## src/verilog/psw_cfg.svh

```systemverilog
// offsets, field positions and reset values of the status word
`ifndef PSW_CFG_SVH
`define PSW_CFG_SVH
`define SFR_ADDR_STATUS 8'hd0
`define STATUS_RESET 8'h00
`define BIT_CARRY 7
`define BIT_HALF 6
`define BIT_USER_A 5
`define BIT_BANK_HI 4
`define BIT_BANK_LO 3
`define BIT_OVERFLOW 2
`define BIT_USER_B 1
`define BIT_PARITY 0
`define BANK_SIZE_LOG2 3
`endif

```

## src/verilog/psw_pkg.sv

```systemverilog
// types shared by the status word logic
package psw_pkg;
  typedef enum logic [5:0] {
    OP_NONE = 6'h01,
    OP_ADD = 6'h02,
    OP_ADD_WITH_CARRY_OP = 6'h04,
    OP_SUBTRACT_WITH_BORROW_OP = 6'h08,
    OP_MUL = 6'h10,
    OP_DIV = 6'h20
  } arith_op_t;
endpackage : psw_pkg

```

## src/verilog/program_status_flags.sv

```systemverilog
// program status word: arithmetic flags, user flags, bank select, parity
`timescale 1ns/1ps
`include "psw_cfg.svh"
module program_status_flags
  import psw_pkg::*;
#(
  parameter int DATA_W = 8
) (
  input wire logic clk,
  input wire logic rst,
  input wire logic sfr_wr,
  input wire logic sfr_rd,
  input wire logic [7:0] sfr_addr,
  input wire logic [7:0] sfr_wdata,
  input wire logic bit_wr,
  input wire logic [2:0] bit_sel,
  input wire logic bit_wdata,
  output logic [7:0] sfr_rdata,
  output logic sfr_hit,
  input wire arith_op_t op,
  input wire logic [7:0] op_a,
  input wire logic [7:0] op_b,
  input wire logic [7:0] mul_hi,
  input wire logic [7:0] acc,
  input wire logic [2:0] reg_index,
  output logic [4:0] reg_addr,
  output logic carry_flag,
  output logic half_carry_flag,
  output logic overflow_flag,
  output logic [1:0] bank_select,
  output logic user_flag_a,
  output logic user_flag_b
);

  // refuse widths the flag logic cannot serve
  if (DATA_W != 8) begin : g_width_check
    $error("program_status_flags serves only 8-bit data");
  end

  // ----------------------------------------
  // arithmetic results
  // ----------------------------------------
  logic carry_in;
  logic is_sub;
  logic [8:0] full_sum;
  logic [4:0] nib_sum;
  logic [7:0] b_eff;
  logic signed_ovf;
  logic is_addsub;
  logic [7:0] next_word;
  logic parity;
  logic [7:0] status_view;
  logic status_sel;

  assign is_sub = (op == OP_SUBTRACT_WITH_BORROW_OP);
  assign is_addsub = (op == OP_ADD) || (op == OP_ADD_WITH_CARRY_OP) || (op == OP_SUBTRACT_WITH_BORROW_OP);
  assign carry_in = (op == OP_ADD) ? 1'b0 : carry_flag;
  assign b_eff = is_sub ? ~op_b : op_b;
  // subtract as a + ~b + ~borrow; carry out inverted gives borrow
  assign full_sum = {1'b0, op_a} + {1'b0, b_eff} + {8'h00, is_sub ^ carry_in};
  assign nib_sum = {1'b0, op_a[3:0]} + {1'b0, b_eff[3:0]} + {4'h0, is_sub ^ carry_in};
  assign signed_ovf = (op_a[7] == b_eff[7]) && (full_sum[7] != op_a[7]);

  assign parity = ^acc;

  // ----------------------------------------
  // status word access
  // ----------------------------------------
  // address decode
  assign status_sel = (sfr_addr == `SFR_ADDR_STATUS);

  always_comb begin
    status_view = 8'h00;
    status_view[`BIT_CARRY] = carry_flag;
    status_view[`BIT_HALF] = half_carry_flag;
    status_view[`BIT_USER_A] = user_flag_a;
    status_view[`BIT_BANK_HI:`BIT_BANK_LO] = bank_select;
    status_view[`BIT_OVERFLOW] = overflow_flag;
    status_view[`BIT_USER_B] = user_flag_b;
    status_view[`BIT_PARITY] = parity;
  end

  always_comb begin
    next_word = status_view;
    if (status_sel && sfr_wr) begin
      next_word = sfr_wdata;
    end else if (status_sel && bit_wr) begin
      next_word[bit_sel] = bit_wdata;
    end
  end

  always_ff @(posedge clk) begin
    if (rst) begin
      user_flag_a <= 1'b0;
      user_flag_b <= 1'b0;
      bank_select <= 2'h0;
    end else begin
      user_flag_a <= next_word[`BIT_USER_A];
      user_flag_b <= next_word[`BIT_USER_B];
      bank_select <= next_word[`BIT_BANK_HI:`BIT_BANK_LO];
    end
  end

  always_ff @(posedge clk) begin
    if (rst) begin
      carry_flag <= 1'b0;
      half_carry_flag <= 1'b0;
    end else if (is_addsub) begin
      carry_flag <= full_sum[8] ^ is_sub;
      half_carry_flag <= nib_sum[4] ^ is_sub;
    end else if (op == OP_MUL || op == OP_DIV) begin
      carry_flag <= 1'b0;
      half_carry_flag <= 1'b0;
    end else begin
      carry_flag <= next_word[`BIT_CARRY];
      half_carry_flag <= next_word[`BIT_HALF];
    end
  end

  always_ff @(posedge clk) begin
    if (rst) begin
      overflow_flag <= 1'b0;
    end else if (is_addsub) begin
      overflow_flag <= signed_ovf;
    end else if (op == OP_MUL) begin
      overflow_flag <= (mul_hi != 8'h00);
    end else if (op == OP_DIV) begin
      overflow_flag <= (op_b == 8'h00);
    end else begin
      overflow_flag <= next_word[`BIT_OVERFLOW];
    end
  end

  // registered read port, parity not writable
  always_ff @(posedge clk) begin
    if (rst) begin
      sfr_rdata <= `STATUS_RESET;
      sfr_hit <= 1'b0;
    end else begin
      sfr_hit <= status_sel && sfr_rd;
      sfr_rdata <= (status_sel && sfr_rd) ? status_view : 8'h00;
    end
  end

  always_ff @(posedge clk) begin
    if (rst) begin
      reg_addr <= 5'h00;
    end else begin
      reg_addr <= {next_word[`BIT_BANK_HI:`BIT_BANK_LO], reg_index};
    end
  end

  // ----------------------------------------
  // checks
  // ----------------------------------------
  a_mul_overflow: assert property (@(posedge clk) disable iff (rst)
    (op == OP_MUL) |=> (overflow_flag == ($past(mul_hi) != 8'h00)))
    else $error("multiply overflow wrong");
  a_div_zero: assert property (@(posedge clk) disable iff (rst)
    (op == OP_DIV && op_b == 8'h00) |=> overflow_flag)
    else $error("divide by zero not flagged");
  a_div_clear: assert property (@(posedge clk) disable iff (rst)
    (op == OP_DIV && op_b != 8'h00) |=> !overflow_flag)
    else $error("divide overflow not cleared");
  a_add_carry: assert property (@(posedge clk) disable iff (rst)
    (op == OP_ADD) |=> (carry_flag == ($past({1'b0, op_a}) + $past({1'b0, op_b}) > 9'h0ff)))
    else $error("add carry wrong");
  a_muldiv_clear: assert property (@(posedge clk) disable iff (rst)
    (op == OP_MUL || op == OP_DIV) |=> !carry_flag && !half_carry_flag)
    else $error("multiply or divide left carry flags set");
  a_subtract_with_borrow_op_borrow: assert property (@(posedge clk) disable iff (rst)
    (op == OP_SUBTRACT_WITH_BORROW_OP && op_b == 8'h00 && !carry_flag) |=> !carry_flag)
    else $error("borrow raised without cause");
  a_half_carry: assert property (@(posedge clk) disable iff (rst)
    (op == OP_ADD) |=> (half_carry_flag == ($past({1'b0, op_a[3:0]}) + $past({1'b0, op_b[3:0]})
      > 5'h0f)))
    else $error("half carry wrong");
  a_add_ovf: assert property (@(posedge clk) disable iff (rst)
    (op == OP_ADD && op_a == 8'h7f && op_b == 8'h01) |=> overflow_flag)
    else $error("signed overflow missed");
  a_user_stable: assert property (@(posedge clk) disable iff (rst)
    !(status_sel && (sfr_wr || bit_wr)) |=> $stable(user_flag_a) && $stable(user_flag_b))
    else $error("user flag changed without write");
  a_bank_map: assert property (@(posedge clk) disable iff (rst)
    ##1 !$past(status_sel && (sfr_wr || bit_wr)) |-> reg_addr == {bank_select, $past(reg_index)})
    else $error("bank mapping wrong");
  a_parity_read: assert property (@(posedge clk) disable iff (rst)
    (status_sel && sfr_rd) |=> sfr_rdata[`BIT_PARITY] == ^$past(acc))
    else $error("parity read wrong");

endmodule : program_status_flags

```

## config.mk

```make
export PLATFORM = sky130hd
export DESIGN_NAME = program_status_flags
export DESIGN_NICKNAME = d
export VERILOG_FILES = /design/src/verilog/psw_pkg.sv /design/src/verilog/program_status_flags.sv
export VERILOG_INCLUDE_DIRS = /design/src /design/src/verilog
export SDC_FILE = /design/constraint.sdc
export NUM_CORES = 1
export LEC_CHECK = 0
export BUFFER_PORTS_ARGS = -buffer_cell sky130_fd_sc_hd__clkbuf_2
export CAP_MARGIN = 20
export CORE_ASPECT_RATIO = 0.7
export CORE_MARGIN = 4
export CORE_UTILIZATION = 47
export CTS_CLUSTER_SIZE = 8
export DETAILED_ROUTE_END_ITERATION = 6
export GPL_TIMING_DRIVEN = 0
export PLACE_DENSITY = 0.86
export RECOVER_POWER = 100
export SLEW_MARGIN = 20
export SYNTH_ARGS = -nofsm -noshare
export SYNTH_HDL_FRONTEND = slang
export SYNTH_SLANG_ARGS = --single-unit
```

## constraint.sdc

```tcl
create_clock -name clk -period 3.9 [get_ports clk]
set_input_delay 0.39 -clock clk [delete_from_list [all_inputs] [get_ports clk]]
set_output_delay 0.39 -clock clk [all_outputs]
set_load 0.02 [all_outputs]
```

# Word level (Yosys, flattened, before mapping)
# Cells that the tools add are included.
# W data, S select, Z words.
dict set report word_totals {
  register_bits 21
  elab_cells 57
  in_bits 66
}
dict set report op_classes {
  addsub 4
  n_eq_ne 8
  n_mux 14
  order_cmp 2
  bitwise 5
  reduce_logical 15
}
# operator count
set op_table {}
lappend op_table {{$mux W8} 3}
lappend op_table {{$add A8 B8 Y9} 1}
lappend op_table {{$add A9 B1 Y9} 1}
lappend op_table {{$mux W1} 9}
lappend op_table {{$bwmux W8} 1}
lappend op_table {{$eq A8 B8 Y1 const B} 1}
lappend op_table {{$logic_not A8 Y1} 1}
lappend op_table {{$not A8 Y8} 1}
lappend op_table {{$reduce_bool A8 Y1} 1}
lappend op_table {{$reduce_xor A8 Y1} 1}
lappend op_table {{$eq A6 B2 Y1 const B} 1}
lappend op_table {{$eq A6 B3 Y1 const B} 1}
lappend op_table {{$eq A6 B4 Y1 const B} 1}
lappend op_table {{$eq A6 B5 Y1 const B} 1}
lappend op_table {{$eq A6 B6 Y1 const B} 1}
lappend op_table {{$add A4 B4 Y5} 1}
lappend op_table {{$add A5 B1 Y5} 1}
lappend op_table {{$logic_and A1 B1 Y1} 5}
lappend op_table {{$reduce_bool A5 Y1} 1}
lappend op_table {{$lt A3 B4 Y1 const B} 1}
lappend op_table {{$reduce_bool A4 Y1} 1}
lappend op_table {{$demux W1 S3} 1}
lappend op_table {{$ge A3 B1 Y1 const B} 1}
lappend op_table {{$logic_or A1 B1 Y1} 3}
lappend op_table {{6 further kinds} 8}

# Logic depth before layout (Yosys ltp)
dict set report logic_depth {
  word_depth 10
  mapped_depth 11
}

# Worst setup path before layout
# No wires, ideal clock.
dict set report synth_path {
  kind {input port to flip-flop}
  start {input op[4]}
  end {register carry_flag}
  setup_time_ns 0.077
  t_required_ns 3.823
  setup_slack_ns 1.250
  t_arrival_ns 2.573
  cell_stages 11
  path_buffers 2
  cell_sequence {buf_4 nor4b_4 nand2_1 buf_2 xnor2_1 ha_1 o21a_1 a211oi_1 or3_2 a31o_1 a41oi_2}
}
dict set report synth_via {
  elab_chain_cells 6
}
# element line
set synth_lines {}
lappend synth_lines {{from (decl)} program_status_flags.sv:20} ;# input wire arith_op_t op,
lappend synth_lines {{$eq A6 B4 Y1 or $eq A6 B2 Y1 (tied branches)} {program_status_flags.sv:55, program_status_flags.sv:56, program_status_flags.sv:57}}
lappend synth_lines {{$mux W8 or $mux W1 (tied branches)} {program_status_flags.sv:58, program_status_flags.sv:57}}
lappend synth_lines {{$add A8 B8 Y9 or $xor A1 B1 Y1 (tied branches)} program_status_flags.sv:60} ;# assign full_sum = {1'b0, op_a} + {1'b0, b_eff} + {8'h00, is_sub ^ carry_in};
lappend synth_lines {{$add A9 B1 Y9} program_status_flags.sv:60}
lappend synth_lines {{$xor A1 B1 Y1} program_status_flags.sv:109} ;# carry_flag <= full_sum[8] ^ is_sub;
lappend synth_lines {{$mux W1} program_status_flags.sv:108} ;# end else if (is_addsub) begin
lappend synth_lines {{to (signal assigned)} program_status_flags.sv:109}
lappend synth_lines {{to (signal assigned)} program_status_flags.sv:115} ;# carry_flag <= next_word[`BIT_CARRY];
lappend synth_lines {{to (decl)} program_status_flags.sv:27} ;# output logic carry_flag,
# Several ways; a longest one is shown, not always the timed one.
# A chain may end at the register's enable or synchronous reset.

# Worst setup path after layout
# Ends and elaborated chain as after synthesis.

==> flow_summary.ini <==
[sta]
tns_ps = 0
rsz0062_at_grt = no
skew_ps = 1.41
maxSlewHeadroom_pct = 46.0
hold_viol = 0
drv_slew = 0
setup_viol = 0
worst_slew_pin_slew_ps = 808
fmax_ghz = 0.338
period_share_pct = 75.9
fin_crit_ps = 2960
hold_ws_ps = 342

[cells_and_area]
antenna_cells = 0
syn2layout_area_growth_pct = 29.2
multiInputGateArea_um2 = 1030
nets = 337
seq_area_um2 = 380
fillers = 249
layout-drive-gt1-share_pct = 29.8

[detailed_routing]
drc = 0
wl_per_cell_um = 13.0
dr.pass1.iters = 4
drt_iter0_drc = 53
finalWirelength_mm = 3.89
routed_via_density = 5.39
num_vias = 1605
ant_nets = 0

[yosys]
synth_fa_ha_area_share_pct = 6.63
yosysMostFrequentCell = dfxtp_1
synth-seq-area-share_pct = 25.2
synthDistinctLibCells = 56
synth_top_family_by_area = simple AND/OR/NAND/NOR gates
yosys-top-cells-area = dfxtp_1 25%, xnor2_1 8.7%, ha_1 6.6%
yosys.area.top_type_share_pct = 25.2
avgSynthCellArea_um2 = 8.63
synthMuxAreaShare_pct = 1.33
syn-cell-area_um2 = 1510
synth_compound_area_share_pct = 19.9
synth_seq_cells = 19
synth_edf_count = 0
yosysTopAreaCell = dfxtp_1
async_flop_share_pct = 0
synth_xor_area_share_pct = 10.4
synthCells = 175
synth_flop_cell = dfxtp_1
synth_nets = 249
synth-simple-area-share_pct = 31.6
synth_commonest_cells = 19 x dfxtp_1, 15 x xnor2_1, 12 x nor2_1, 10 x o21ai_0
yosysWarnings = 0

[place]
portBuffers = 83
dpl.hpwl_mm = 3.31
routabilityCongestion = 0.922

[clocking]
clk_pin_slew_worst_paths_ps = 70
cts.sinks = 19
cts_buffers = 3
cts_buffer_depth = 2
holdBufCountCts = 0
root_buffer = clkbuf_8
cts_resized = 0
clkLatencyLatePin_ps = 250
htree_levels = 1
cts_tree = done
post_cts.repair.setup_buffers = 0

[run]
cap_violations = 0

[global_route]
grt_antenna_before_repair = 0
grt_overflow = 0
grt_util_met2_pct = 29.4
grt_use_met1_pct = 26.5
grt_util_met3_pct = 4.17
grt_pass1_vias = 1529
grt_usage_pct = 19.2
grt_max_degree = 11
top_usage_layer = met2
grt_pass1_wl_mm = 6.54

[floorplan]
die_h_um = 55.4
initial_core_util_pct = 51.7
die_w_um = 75.8
die_area_um2 = 4200
rows = 16
fp.coreArea_um2 = 2920
pin_count = 87

[worst_setup_path]
crit_type = in2reg
crit_arrival_ps = 3140
required_ps = 4080
startpoint_type = primary input
critPathSlowestCell = nor4b_1
endpoint_kind = flop
crit_chain = buf_4 > nor4b_1 > nand2_1 > buf_2 > xnor2_1 > ha_1 > o21a_1 > a211oi_1 > or3_2 > a31o_1 > a41oi_1
cp_num_buf_inv = 2
cpLargestDelayFamily = simple AND/OR/NAND/NOR gates
crit_path_max_incr_delay_ps = 660
critPathMaxFanout = 10

[min_path]
hold_class = in2reg

[status]
status = finished clean

[power_and_ir_drop]
p_leak_uw = 0.000824
ir_drop_mv = 0.152
pwr_density_cell_nw_per_um2 = 237
## cell usage in the layout (no fill, tap or decap), types with 4 or more instances in the layout
cell,instances
inv_1,4
clkbuf_1,26
nor2b_1,5
nand2b_1,4
nand2_1,7
ha_1,8
xnor2_1,15
nor4_1,5
nand3_1,4
a21oi_1,6
clkbuf_2,61
nand4_1,4
o21ai_0,10
and2_0,8
dfxtp_1,19
nor2_1,12
## report_power, final
| group | internal [uW] | total, uW | switching, uW |
|---|---|---|---|
| Sequential | 197 | 199 | 1.75 |
| Clock | 72.6 | 133 | 60.8 |
| Combinational | 64.8 | 130 | 64.8 |
## path summary, 6_finish.rpt
kind	slack, ps	cells after the start	end	from
min reg2reg	500	1	sfr_rdata[7]	carry_flag
min	340	2	reg_addr[0]	reg_index[0]
max reg2reg	2420	5	overflow_flag	carry_flag
max	940	11	carry_flag	op[4]
## through the flow
stage | std cells | total power (uW) | setup WS [ps] | area, um^2 | util, %
floorplan | 175 | 282 | 1250 | 1510 | -
global placement | 294 | 334 | 1060 | 1970 | 67.4
detailed placement | 294 | 337 | 1030 | 1970 | 67.4
CTS | 298 | 470 | 1310 | 2020 | 69.0
global route | 298 | 493 | 662 | 1950 | 66.8
finish | 298 | 462 | 942 | 1950 | 66.8
## flip-flops by register name (all words and copies together) (netlist names)
| signal | flops |
|---|---|
| sfr_rdata | 8 |
| sfr_hit | 1 |
| half_carry_flag | 1 |
| reg_addr | 3 |
| carry_flag | 1 |
| overflow_flag | 1 |
| bank_select | 2 |
| user_flag_a | 1 |
| user_flag_b | 1 |
## cell families (layout without fill, tap and decap cells)
family | after synthesis | after routing
xor gates and xnor gates | 18 | 18
and+or+nand+nor | 74 | 74
muxes | 2 | 2
DFF | 19 | 19
adders and majority gates | 8 | 8
AOI/OAI and AO/OA | 42 | 42
buffers and inverters | 12 | 99
## layer usage
metal / vias to the layer above / wire [um]
li1: 833 / -
met1: 700 / 1800
met5: - / 0
met3: 6 / 376
met2: 66 / 1660
met4: 0 / 55
## final cells by class
class                           count  area share [%]
Inverter                            4           0.769
Multi-Input combinational cell    144            52.7
Clock buffer                        4            2.31
Buffer                              8            2.56
Sequential cell                    19            19.5
Tap cell                           36            2.31
Timing Repair Buffer               83            19.9
No activity file was read; power rests on OpenSTA's default activity.
